**src/shared/ptc_defs.svh**
```systemverilog
// Register map, field positions, reset values and limits of the pulse timer channel.
// Functional notes
// Capture mode samples the capture input once on every timer tick.
// Capture invert flips the capture input so low pulses are timed.
// Counter mode counts rising edges, or both edges when count_both_edges is set.
// Only the timer 0 build has external inputs; others ignore input settings.
// Software sets invert and edge options after enable, before start.
// Single shot: output low until rise compare ticks elapse, then high.
// Output stays high until period compare ticks since start, then low.
// Rise and period interrupts fire on output edges when enabled.
// Single-shot counter: rise irq at rise compare, period irq at period, stop.
// Counter mode exists on timer 0 only.
// Repeat start reruns the low-then-high cycle until stopped.
// Repeat counter: period irq at period compare, then count restarts at zero.
// The running count is readable at any time without disturbing it.
// Compares are 16 bits on the 16 MHz source, 17 bits on 32 MHz.
// Capture mode exists on timer 0 only.
// Software sets capture options before starting capture.
// Capture records tick counts of the latest rising and falling input edges.
// Capture results stay in readable registers until fetched.
// On the 32 MHz source capture results are 17 bits wide.
// The timer tick is the source clock divided by two to the prescale index.
// Rise and period interrupts have separate enables.
// Software should keep rise compare below period compare.
`ifndef PTC_DEFS_SVH
`define PTC_DEFS_SVH

`define PTC_REG_CFG        8'h00
`define PTC_REG_CMD        8'h04
`define PTC_REG_RISE       8'h08
`define PTC_REG_PERIOD     8'h0c
`define PTC_REG_COUNT      8'h10
`define PTC_REG_CAP_RISE   8'h14
`define PTC_REG_CAP_FALL   8'h18
`define PTC_REG_STATUS     8'h1c

`define PTC_CFG_W          11
`define PTC_CMD_SINGLE     0
`define PTC_CMD_REPEAT     1
`define PTC_CMD_CAPTURE    2
`define PTC_CMD_STOP       3

`define PTC_CMP_W          17
`define PTC_NARROW_W       16
`define PTC_PRESC_W        5
`define PTC_PRESC_MAX      5'h10
`define PTC_DIV_W          16

`define PTC_CFG_RST        11'h000
`define PTC_CMP_RST        17'h00000

`endif

```
**src/shared/ptc_pkg.sv**
```systemverilog
// Types shared by the pulse timer channel and its bench.
package ptc_pkg;

	typedef struct packed {
		logic        psel;
		logic        penable;
		logic        pwrite;
		logic [7:0]  paddr;
		logic [31:0] pwdata;
	} apb_req_t;

	typedef struct packed {
		logic       ext_count;
		logic       clk32_sel;
		logic       count_both_edges;
		logic       capture_invert;
		logic       period_irq_enable;
		logic       rise_irq_enable;
		logic [4:0] prescale_index;
	} cfg_t;

	typedef enum logic [2:0] {
		ST_IDLE    = 3'b001,
		ST_RUN     = 3'b010,
		ST_CAPTURE = 3'b100
	} state_t;

endpackage

```
**src/hdl/pulse_timer_counter_capture.sv**
```systemverilog
// One timer channel with timer, PWM, counter and capture modes behind an APB slave.
`include "ptc_defs.svh"

module pulse_timer_counter_capture #(
	parameter bit HAS_INPUTS = 1'b1,
	parameter int CMP_W      = `PTC_CMP_W
) (
	input  wire logic              i_clk,
	input  wire logic              i_sys_rst,
	input  ptc_pkg::apb_req_t      i_apb,
	output logic                   o_pready,
	output logic [31:0]            o_prdata,
	output logic                   o_pslverr,
	input  wire logic              i_src16_tick,
	input  wire logic              i_src32_tick,
	input  wire logic              i_capture_pin,
	input  wire logic              i_count_pin,
	output logic                   o_timer_out,
	output logic                   o_rise_interrupt,
	output logic                   o_period_interrupt
);

	generate
		if (CMP_W != `PTC_CMP_W) begin : g_bad_width
			$error("CMP_W must equal the 17-bit wide compare path");
		end
	endgenerate

	ptc_pkg::cfg_t     cfg;
	ptc_pkg::state_t   state;
	logic [CMP_W-1:0]  rise_compare_wide;
	logic [CMP_W-1:0]  period_compare_wide;
	logic [CMP_W-1:0]  count;
	logic [CMP_W-1:0]  cap_rise;
	logic [CMP_W-1:0]  cap_fall;
	logic              repeat_run;
	logic              counter_mode;
	logic              cap_meta;
	logic              cap_sync;
	logic              cnt_meta;
	logic              cnt_sync;
	logic              cnt_prev;
	logic              cap_sample;

	logic              apb_setup;
	logic              apb_write;
	logic              addr_known;
	logic              cmd_write;
	logic              start_single;
	logic              start_repeat;
	logic              start_capture;
	logic              stop_cmd;
	logic              any_start;
	logic              src_tick;
	logic              timer_tick;
	logic              edge_event;
	logic              run_event;
	logic              cap_level;
	logic              cap_now;
	logic [CMP_W-1:0]  next_count;
	logic [CMP_W-1:0]  rise_eff;
	logic [CMP_W-1:0]  period_eff;
	logic [31:0]       next_prdata;

	// Narrow mode keeps only the low 16 bits so wraps match the 16 MHz path.
	function automatic logic [CMP_W-1:0] fit_width(
		input logic [CMP_W-1:0] value,
		input logic             wide
	);
		logic [CMP_W-1:0] result;
		result = value;
		if (!wide)
			result[CMP_W-1:`PTC_NARROW_W] = '0;
		return result;
	endfunction

	function automatic logic [31:0] widen(input logic [CMP_W-1:0] value);
		return {{(32 - CMP_W){1'b0}}, value};
	endfunction

	// APB decode.

	assign apb_setup = i_apb.psel && !i_apb.penable;
	assign apb_write = i_apb.psel && i_apb.penable && o_pready && i_apb.pwrite;
	assign cmd_write = apb_write && (i_apb.paddr == `PTC_REG_CMD);

	always_comb begin
		case (i_apb.paddr)
			`PTC_REG_CFG,
			`PTC_REG_CMD,
			`PTC_REG_RISE,
			`PTC_REG_PERIOD,
			`PTC_REG_COUNT,
			`PTC_REG_CAP_RISE,
			`PTC_REG_CAP_FALL,
			`PTC_REG_STATUS: addr_known = 1'b1;
			default:         addr_known = 1'b0;
		endcase
	end

	always_comb begin
		next_prdata = '0;
		case (i_apb.paddr)
			`PTC_REG_CFG:      next_prdata = {21'h000000, cfg};
			`PTC_REG_RISE:     next_prdata = widen(rise_compare_wide);
			`PTC_REG_PERIOD:   next_prdata = widen(period_compare_wide);
			`PTC_REG_COUNT:    next_prdata = widen(count);
			`PTC_REG_CAP_RISE: next_prdata = widen(cap_rise);
			`PTC_REG_CAP_FALL: next_prdata = widen(cap_fall);
			`PTC_REG_STATUS: begin
				next_prdata[0] = (state == ptc_pkg::ST_RUN);
				next_prdata[1] = (state == ptc_pkg::ST_CAPTURE);
				next_prdata[2] = repeat_run;
				next_prdata[3] = counter_mode;
				next_prdata[4] = o_timer_out;
			end
			default:           next_prdata = '0;
		endcase
	end

	// The slave answers in the first access cycle: ready and data are set up a cycle early.
	always_ff @(posedge i_clk) begin
		if (i_sys_rst) begin
			o_pready  <= 1'b0;
			o_pslverr <= 1'b0;
		end else begin
			o_pready  <= apb_setup;
			o_pslverr <= apb_setup && !addr_known;
		end
	end

	always_ff @(posedge i_clk) begin
		if (i_sys_rst)
			o_prdata <= '0;
		else if (apb_setup && !i_apb.pwrite)
			o_prdata <= next_prdata;
	end

	// Configuration and compare registers.

	always_ff @(posedge i_clk) begin
		if (i_sys_rst)
			cfg <= ptc_pkg::cfg_t'(`PTC_CFG_RST);
		else if (apb_write && i_apb.paddr == `PTC_REG_CFG) begin
			cfg <= ptc_pkg::cfg_t'(i_apb.pwdata[`PTC_CFG_W-1:0]);
			if (i_apb.pwdata[`PTC_PRESC_W-1:0] > `PTC_PRESC_MAX)
				cfg.prescale_index <= `PTC_PRESC_MAX;
		end
	end

	always_ff @(posedge i_clk) begin
		if (i_sys_rst) begin
			rise_compare_wide   <= `PTC_CMP_RST;
			period_compare_wide <= `PTC_CMP_RST;
		end else if (apb_write) begin
			if (i_apb.paddr == `PTC_REG_RISE)
				rise_compare_wide <= i_apb.pwdata[CMP_W-1:0];
			if (i_apb.paddr == `PTC_REG_PERIOD)
				period_compare_wide <= i_apb.pwdata[CMP_W-1:0];
		end
	end

	assign rise_eff   = fit_width(rise_compare_wide, cfg.clk32_sel);
	assign period_eff = fit_width(period_compare_wide, cfg.clk32_sel);

	// Commands.

	assign start_single  = cmd_write && i_apb.pwdata[`PTC_CMD_SINGLE];
	assign start_repeat  = cmd_write && i_apb.pwdata[`PTC_CMD_REPEAT];
	assign start_capture = cmd_write && i_apb.pwdata[`PTC_CMD_CAPTURE] && HAS_INPUTS;
	assign stop_cmd      = cmd_write && i_apb.pwdata[`PTC_CMD_STOP];
	assign any_start     = !stop_cmd && (start_single || start_repeat || start_capture);

	// Input pins are asynchronous, so each passes two flip-flops first.

	always_ff @(posedge i_clk) begin
		if (i_sys_rst) begin
			cap_meta <= 1'b0;
			cap_sync <= 1'b0;
			cnt_meta <= 1'b0;
			cnt_sync <= 1'b0;
		end else begin
			cap_meta <= i_capture_pin;
			cap_sync <= cap_meta;
			cnt_meta <= i_count_pin;
			cnt_sync <= cnt_meta;
		end
	end

	always_ff @(posedge i_clk) begin
		if (i_sys_rst)
			cnt_prev <= 1'b0;
		else
			cnt_prev <= cnt_sync;
	end

	// Builds without inputs see a constant low level, so input settings have no effect.
	assign cap_level = HAS_INPUTS ? (cap_sync ^ cfg.capture_invert) : 1'b0;

	always_comb begin
		edge_event = 1'b0;
		if (HAS_INPUTS) begin
			if (cnt_sync && !cnt_prev)
				edge_event = 1'b1;
			else if (!cnt_sync && cnt_prev && cfg.count_both_edges)
				edge_event = 1'b1;
		end
	end

	// Tick generation.

	assign src_tick = cfg.clk32_sel ? i_src32_tick : i_src16_tick;

	tick_divider #(
		.IDX_W (`PTC_PRESC_W),
		.DIV_W (`PTC_DIV_W)
	) u_divider (
		.i_clk      (i_clk),
		.i_sys_rst  (i_sys_rst),
		.i_restart  (any_start),
		.i_src_tick (src_tick),
		.i_index    (cfg.prescale_index),
		.o_tick     (timer_tick)
	);

	assign run_event  = counter_mode ? edge_event : timer_tick;
	assign next_count = fit_width(count + CMP_W'(1), cfg.clk32_sel);
	assign cap_now    = cap_level;

	// Mode state.

	always_ff @(posedge i_clk) begin
		if (i_sys_rst) begin
			state        <= ptc_pkg::ST_IDLE;
			repeat_run   <= 1'b0;
			counter_mode <= 1'b0;
		end else if (stop_cmd) begin
			state        <= ptc_pkg::ST_IDLE;
			repeat_run   <= 1'b0;
		end else if (start_capture) begin
			state        <= ptc_pkg::ST_CAPTURE;
			repeat_run   <= 1'b0;
			counter_mode <= 1'b0;
		end else if (start_single || start_repeat) begin
			state        <= ptc_pkg::ST_RUN;
			repeat_run   <= start_repeat;
			counter_mode <= HAS_INPUTS && cfg.ext_count;
		end else begin
			case (state)
				ptc_pkg::ST_IDLE:    state <= ptc_pkg::ST_IDLE;
				ptc_pkg::ST_RUN: begin
					if (run_event && next_count == period_eff && !repeat_run)
						state <= ptc_pkg::ST_IDLE;
				end
				ptc_pkg::ST_CAPTURE: state <= ptc_pkg::ST_CAPTURE;
				default:             state <= ptc_pkg::ST_IDLE;
			endcase
		end
	end

	// Count, shared by timer, counter and capture modes.

	always_ff @(posedge i_clk) begin
		if (i_sys_rst || any_start)
			count <= '0;
		else if (state == ptc_pkg::ST_RUN && run_event) begin
			if (next_count == period_eff && repeat_run)
				count <= '0;
			else
				count <= next_count;
		end else if (state == ptc_pkg::ST_CAPTURE && timer_tick)
			count <= next_count;
	end

	// Pulse output and interrupt strobes.

	always_ff @(posedge i_clk) begin
		if (i_sys_rst || any_start || stop_cmd)
			o_timer_out <= 1'b0;
		else if (state == ptc_pkg::ST_RUN && run_event) begin
			if (next_count == period_eff)
				o_timer_out <= 1'b0;
			else if (next_count == rise_eff)
				o_timer_out <= 1'b1;
		end
	end

	// Period is checked first so a misprogrammed equal pair still ends the cycle.
	always_ff @(posedge i_clk) begin
		if (i_sys_rst) begin
			o_rise_interrupt   <= 1'b0;
			o_period_interrupt <= 1'b0;
		end else begin
			o_rise_interrupt   <= 1'b0;
			o_period_interrupt <= 1'b0;
			if (state == ptc_pkg::ST_RUN && run_event && !stop_cmd && !any_start) begin
				if (next_count == period_eff)
					o_period_interrupt <= cfg.period_irq_enable;
				else if (next_count == rise_eff)
					o_rise_interrupt <= cfg.rise_irq_enable;
			end
		end
	end

	// Capture.

	always_ff @(posedge i_clk) begin
		if (i_sys_rst)
			cap_sample <= 1'b0;
		else if (start_capture)
			cap_sample <= cap_now;
		else if (state == ptc_pkg::ST_CAPTURE && timer_tick)
			cap_sample <= cap_now;
	end

	// Results change only on a newer edge or a capture start, which clears them, so they wait for software.
	always_ff @(posedge i_clk) begin
		if (i_sys_rst) begin
			cap_rise <= '0;
			cap_fall <= '0;
		end else if (start_capture) begin
			cap_rise <= '0;
			cap_fall <= '0;
		end else if (state == ptc_pkg::ST_CAPTURE && timer_tick) begin
			if (cap_now && !cap_sample)
				cap_rise <= next_count;
			if (!cap_now && cap_sample)
				cap_fall <= next_count;
		end
	end

endmodule

```
**src/hdl/tick_divider.sv**
```systemverilog
// Power-of-two divider that turns source clock strobes into timer ticks.
module tick_divider #(
	parameter int IDX_W = 5,
	parameter int DIV_W = 16
) (
	input  wire logic             i_clk,
	input  wire logic             i_sys_rst,
	input  wire logic             i_restart,
	input  wire logic             i_src_tick,
	input  wire logic [IDX_W-1:0] i_index,
	output logic                  o_tick
);

	logic [DIV_W-1:0] div_count;
	logic [DIV_W-1:0] div_mask;

	always_comb begin
		div_mask = '0;
		for (int i = 0; i < DIV_W; i++) begin
			if (i < int'(i_index))
				div_mask[i] = 1'b1;
		end
	end

	// Restarting on every start keeps the first tick a full divided period away.
	always_ff @(posedge i_clk) begin
		if (i_sys_rst || i_restart)
			div_count <= '0;
		else if (i_src_tick)
			div_count <= div_count + DIV_W'(1);
	end

	always_ff @(posedge i_clk) begin
		if (i_sys_rst || i_restart)
			o_tick <= 1'b0;
		else
			o_tick <= i_src_tick && ((div_count & div_mask) == div_mask);
	end

endmodule

```
**config.mk**
```make
export PLATFORM = sky130hd
export DESIGN_NAME = pulse_timer_counter_capture
export DESIGN_NICKNAME = d
export VERILOG_FILES = /design/src/shared/ptc_pkg.sv /design/src/hdl/pulse_timer_counter_capture.sv /design/src/hdl/tick_divider.sv
export VERILOG_INCLUDE_DIRS = /design/src /design/src/shared
export SDC_FILE = /design/constraint.sdc
export NUM_CORES = 1
export LEC_CHECK = 0
export ABC_AREA = 1
export BUFFER_PORTS_ARGS = -buffer_cell sky130_fd_sc_hd__buf_4
export CAP_MARGIN = 15
export CORE_MARGIN = 4
export CORE_UTILIZATION = 40
export CTS_CLUSTER_DIAMETER = 150
export DETAILED_ROUTE_END_ITERATION = 16
export PLACE_DENSITY = 0.57
export SYNTH_ARGS = -nofsm -noshare
export SYNTH_HDL_FRONTEND = slang
export SYNTH_SLANG_ARGS = --single-unit
```
**constraint.sdc**
```tcl
create_clock -name i_clk -period 1.9 [get_ports i_clk]
set_input_delay 0.19 -clock i_clk [delete_from_list [all_inputs] [get_ports i_clk]]
set_output_delay 0.19 -clock i_clk [all_outputs]
set_load 0.1 [all_outputs]
```
==> out/qor.txt <==
=======================================================================
Status ................................................... finished with violations
Violated checks .......................................... setup timing
Synth area leaders ....................................... sky130_fd_sc_hd__dfxtp_1 40%, sky130_fd_sc_hd__nand2_1 12%, sky130_fd_sc_hd__a21oi_1 8.1%
MaxCap Viol Count ........................................            0
Power density over cell area ............................. 707.5 mW/mm²
Number of failing hold endpoints at the final stage ......            0
HPWL after DPL ...........................................    18,460 µm
Final setup violating endpoints ..........................           22
Post-synth EDFFs .........................................            0
Core Footprint ...........................................  0.01809 mm²
Top-Level Pins ...........................................           86
Root cell of the clock tree .............................. sky130_fd_sc_hd__clkbuf_16
Global-route usage over all layers .......................       24.12%
Drt wl/cell ..............................................     16.69 µm
Placed Area .............................................. 0.008994 mm²
Maximum clock frequency ..................................    469.8 MHz
Final critical-path setup slack ..........................   -0.2287 ns
Total standard cell area after synthesis ................. 0.007386 mm²
Overall die area .........................................  0.02070 mm²
Via Count ................................................        7,630
Insertion delay to the later sink of the worst-skew pair .      0.43 ns
Die W ....................................................     143.9 µm
Most used flip-flop cell after synthesis ................. sky130_fd_sc_hd__dfxtp_1
Bufs on Longest Clock Path ...............................            2
Final ANT Viol Nets ......................................            0
Post-route cell area ..................................... 0.009907 mm²
RSZ-0062 raised after global routing .....................         true
Fin Setup TNS ............................................    -4.371 ns
Layout overhead on the synthesized area ..................       34.14%
Start-to-end type of the worst setup path ................ flop to flop
Maximum fanout along the worst path ......................           13
Y dimension of the die ...................................     143.9 µm
FFs w/ async S/R, synth ..................................           0%
Share of the synthesized area in the top cell type .......       39.57%
Final nets ...............................................        1,284
Data arrival at the endpoint of the critical path ........      2.45 ns
Via density per instance .................................        5.173
Total CTS buffers ........................................           17
Final core utilization ...................................       54.78%
Global-route wire length before repair ...................    38,570 µm
Effective utilization at floorplan .......................       40.84%
Crit path capture type ...................................         flop
Sequential element share of the synthesized area .........       39.57%
Final WL .................................................    24,630 µm
Clock Skew ...............................................  0.006063 ns
Count of synthesis-stage warnings from yosys .............            0
Power, Total .............................................     7.009 mW
CTS tree .................................................          yes
Biggest area consumer among synthesized cells ............ sky130_fd_sc_hd__dfxtp_1
Clock tree sinks .........................................          146
Tcrit/Tclk final .........................................       112.0%
Post-synthesis cell count ................................        1,053
H-Tree Depth .............................................            4
Clock Pin Slew Worst Setup and Hold Paths ................      0.06 ns
Share of cells above drive strength 1 ....................       27.21%
Port Buffers .............................................           55
Final Critical Period ....................................     2.129 ns
Mapped Avg Cell Area .....................................    7.014 µm²
Antenna violations before repair .........................            0
Synth unique cells .......................................           46
Max-slew violation count .................................            0
Residual overflow from global routing ....................            0
Via count of the first global-routing pass ...............        6,979
Starting DRC count in detailed routing ...................          575
Routability congestion estimate ..........................       0.9686
Data required, critical path .............................      2.22 ns
Number of synthesized register bits ......................          146
VDD IR max ...............................................     610.8 µV
Crit start category ......................................         flop
Site row count ...........................................           49
Remaining design rule violation count ....................            0
Static Leakage ...........................................     4.174 nW
Placed cell count ........................................        1,432
Filler-free cell count of the finished design ............        1,475
Fill cell count ..........................................        1,736
Class of the most critical hold timing path .............. input pin to flop
Largest net degree at the start of global routing ........           51
Length of the first detailed-routing pass in iterations ..            6
Number of antenna diodes .................................            0
=======================================================================
[path summary, 6_finish.rpt]
check | to | slack (ns) | cells after the start | from
min reg2reg | cap_sync$_SDFF_PP0_ | 0.40 | 2 | cap_meta$_SDFF_PP0_
max | count[6]$_SDFFE_PP0P_ | -0.23 | 13 | count[1]$_SDFFE_PP0P_
min | rise_compare_wide[14]$_SDFFE_PP0P_ | 0.01 | 3 | i_apb[14]
max reg2reg | count[6]$_SDFFE_PP0P_ | -0.23 | 13 | count[1]$_SDFFE_PP0P_
[power by group]
| group | internal (mW) | switching [mW] | leakage, nW | total, mW |
|---|---|---|---|---|
| logic | 0.104 | 0.313 | 2.70 | 0.417 |
| clock network | 2.07 | 1.45 | 0.288 | 3.51 |
| registers | 3.07 | 0.00961 | 1.18 | 3.08 |
[metal layers]
layer  part of all wire, %  vias to the layer above  global-route usage [%]  routed length, µm
li1                      -                     3813                       -                  -
met1                    48                     3534                   35.23              11940
met2                    44                      247                   36.92              10820
met3                   5.9                       36                   3.927               1465
met4                   1.6                        0                   6.343                404
met5                     0                        -                       0                  0
[state kept, by name (all words and copies together), names as in the netlist, 3 cells and up]
name / cells
cap_fall: 17
cap_rise: 17
cfg: 11
count: 17
o_prdata: 17
period_compare_wide: 17
rise_compare_wide: 17
state: 3
u_divider.div_count: 16
[final cells by class]
cell class	count	area (µm²)	share of cell area, %
multi-input cells	741	3980	40.17
flip-flops and latches	146	2942	29.69
inverters	128	480.5	4.850
clock inverters	13	147.6	1.490
well taps	229	286.5	2.892
clock buffers	19	464.2	4.686
repair buffers	199	1607	16.22
[Yosys cell counts (2+ instances only)]
cell / count
sky130_fd_sc_hd__buf_2: 6
sky130_fd_sc_hd__a221oi_1: 7
sky130_fd_sc_hd__nand3_1: 51
sky130_fd_sc_hd__nor2_1: 72
sky130_fd_sc_hd__clkinv_1: 2
sky130_fd_sc_hd__or2_2: 2
sky130_fd_sc_hd__o31ai_1: 6
sky130_fd_sc_hd__a21oi_1: 119
sky130_fd_sc_hd__o211ai_1: 5
sky130_fd_sc_hd__o22a_1: 2
sky130_fd_sc_hd__xnor2_1: 10
sky130_fd_sc_hd__nor3_1: 14
sky130_fd_sc_hd__buf_4: 16
sky130_fd_sc_hd__nor3b_1: 2
sky130_fd_sc_hd__nor2_2: 10
sky130_fd_sc_hd__o2111ai_1: 4
sky130_fd_sc_hd__o21ai_0: 89
sky130_fd_sc_hd__a22o_1: 4
sky130_fd_sc_hd__nand4_1: 14
sky130_fd_sc_hd__nand3b_1: 2
sky130_fd_sc_hd__a31oi_1: 2
sky130_fd_sc_hd__nor2_4: 6
sky130_fd_sc_hd__nand3_2: 12
sky130_fd_sc_hd__o221ai_1: 3
sky130_fd_sc_hd__clkbuf_1: 29
sky130_fd_sc_hd__a21oi_2: 10
sky130_fd_sc_hd__nand2_2: 15
sky130_fd_sc_hd__inv_1: 122
sky130_fd_sc_hd__inv_2: 4
sky130_fd_sc_hd__nor3_2: 2
sky130_fd_sc_hd__xor2_1: 10
sky130_fd_sc_hd__o22ai_1: 7
sky130_fd_sc_hd__o21ai_1: 2
sky130_fd_sc_hd__nand2_1: 232
sky130_fd_sc_hd__dfxtp_1: 146
sky130_fd_sc_hd__a211oi_1: 3
sky130_fd_sc_hd__ha_1: 2
[what timing repair did]
| item | 4_1_cts | 5_1_grt |
|---|---|---|
| gates resized for setup | 31 | 23 |
| pin swaps | 17 | 4 |
| hold buffers | 2 | 0 |
| hold endpoints to repair | 2 | 0 |
| buffers inserted | 7 | 2 |
| endpoints found under the setup margin | 23 | 33 |
| cloned | 0 | 0 |
[cell usage in the layout (no fill, tap or decap), types with 9 or more instances in the layout]
cell type,netlist,routed
sky130_fd_sc_hd__nor2_1,72,61
sky130_fd_sc_hd__nor2_4,6,9
sky130_fd_sc_hd__inv_1,122,122
sky130_fd_sc_hd__clkbuf_16,0,18
sky130_fd_sc_hd__nand4_1,14,14
sky130_fd_sc_hd__nand3_1,51,37
sky130_fd_sc_hd__dfxtp_1,146,139
sky130_fd_sc_hd__nor3_1,14,12
sky130_fd_sc_hd__nand2_1,232,227
sky130_fd_sc_hd__nand2_2,15,16
sky130_fd_sc_hd__buf_4,16,187
sky130_fd_sc_hd__o21ai_0,89,87
sky130_fd_sc_hd__conb_1,1,15
sky130_fd_sc_hd__nor2_2,10,18
sky130_fd_sc_hd__nand3_2,12,26
sky130_fd_sc_hd__xnor2_1,10,9
sky130_fd_sc_hd__a21oi_1,119,117
sky130_fd_sc_hd__xor2_1,10,10
sky130_fd_sc_hd__a21oi_2,10,12
[per-stage QoR]
stage | hold WS [ns] | setup slack, ns
floorplan | 0.2591 | -0.03366
global placement | 0.3915 | -0.2550
detailed placement | 0.3916 | -0.2893
CTS | 0.001948 | -0.2059
global route | 0.01522 | -0.3434
finish | 0.01231 | -0.2287
[critical path: stages, from the launching register on]
cell	delay, ns
sky130_fd_sc_hd__dfxtp_4	0.37
sky130_fd_sc_hd__ha_4	0.16
sky130_fd_sc_hd__nand2_4	0.06
sky130_fd_sc_hd__nor2_4	0.20
sky130_fd_sc_hd__nand3b_1	0.24
sky130_fd_sc_hd__nand3_2	0.14
sky130_fd_sc_hd__nand3_2	0.09
sky130_fd_sc_hd__nor2_2	0.10
sky130_fd_sc_hd__nand3_2	0.11
sky130_fd_sc_hd__nor2_4	0.15
sky130_fd_sc_hd__nand3_4	0.09
sky130_fd_sc_hd__buf_12	0.17
sky130_fd_sc_hd__nand3_1	0.07
sky130_fd_sc_hd__a21oi_1	0.05
[kinds of logic after synthesis]
| kind of cell | count (synthesis) | share of synthesized area (%) |
|---|---|---|
| buffers and inverters | 180 | 10.28 |
| and+or+nand+nor | 437 | 26.97 |
| adders and majority gates | 2 | 0.3388 |
| other | 1 | 0.05077 |
| AOI/OAI and AO/OA | 267 | 20.41 |
| DFF | 146 | 39.57 |
| xor gates and xnor gates | 20 | 2.372 |
Power figures use the tool's default switching activity.
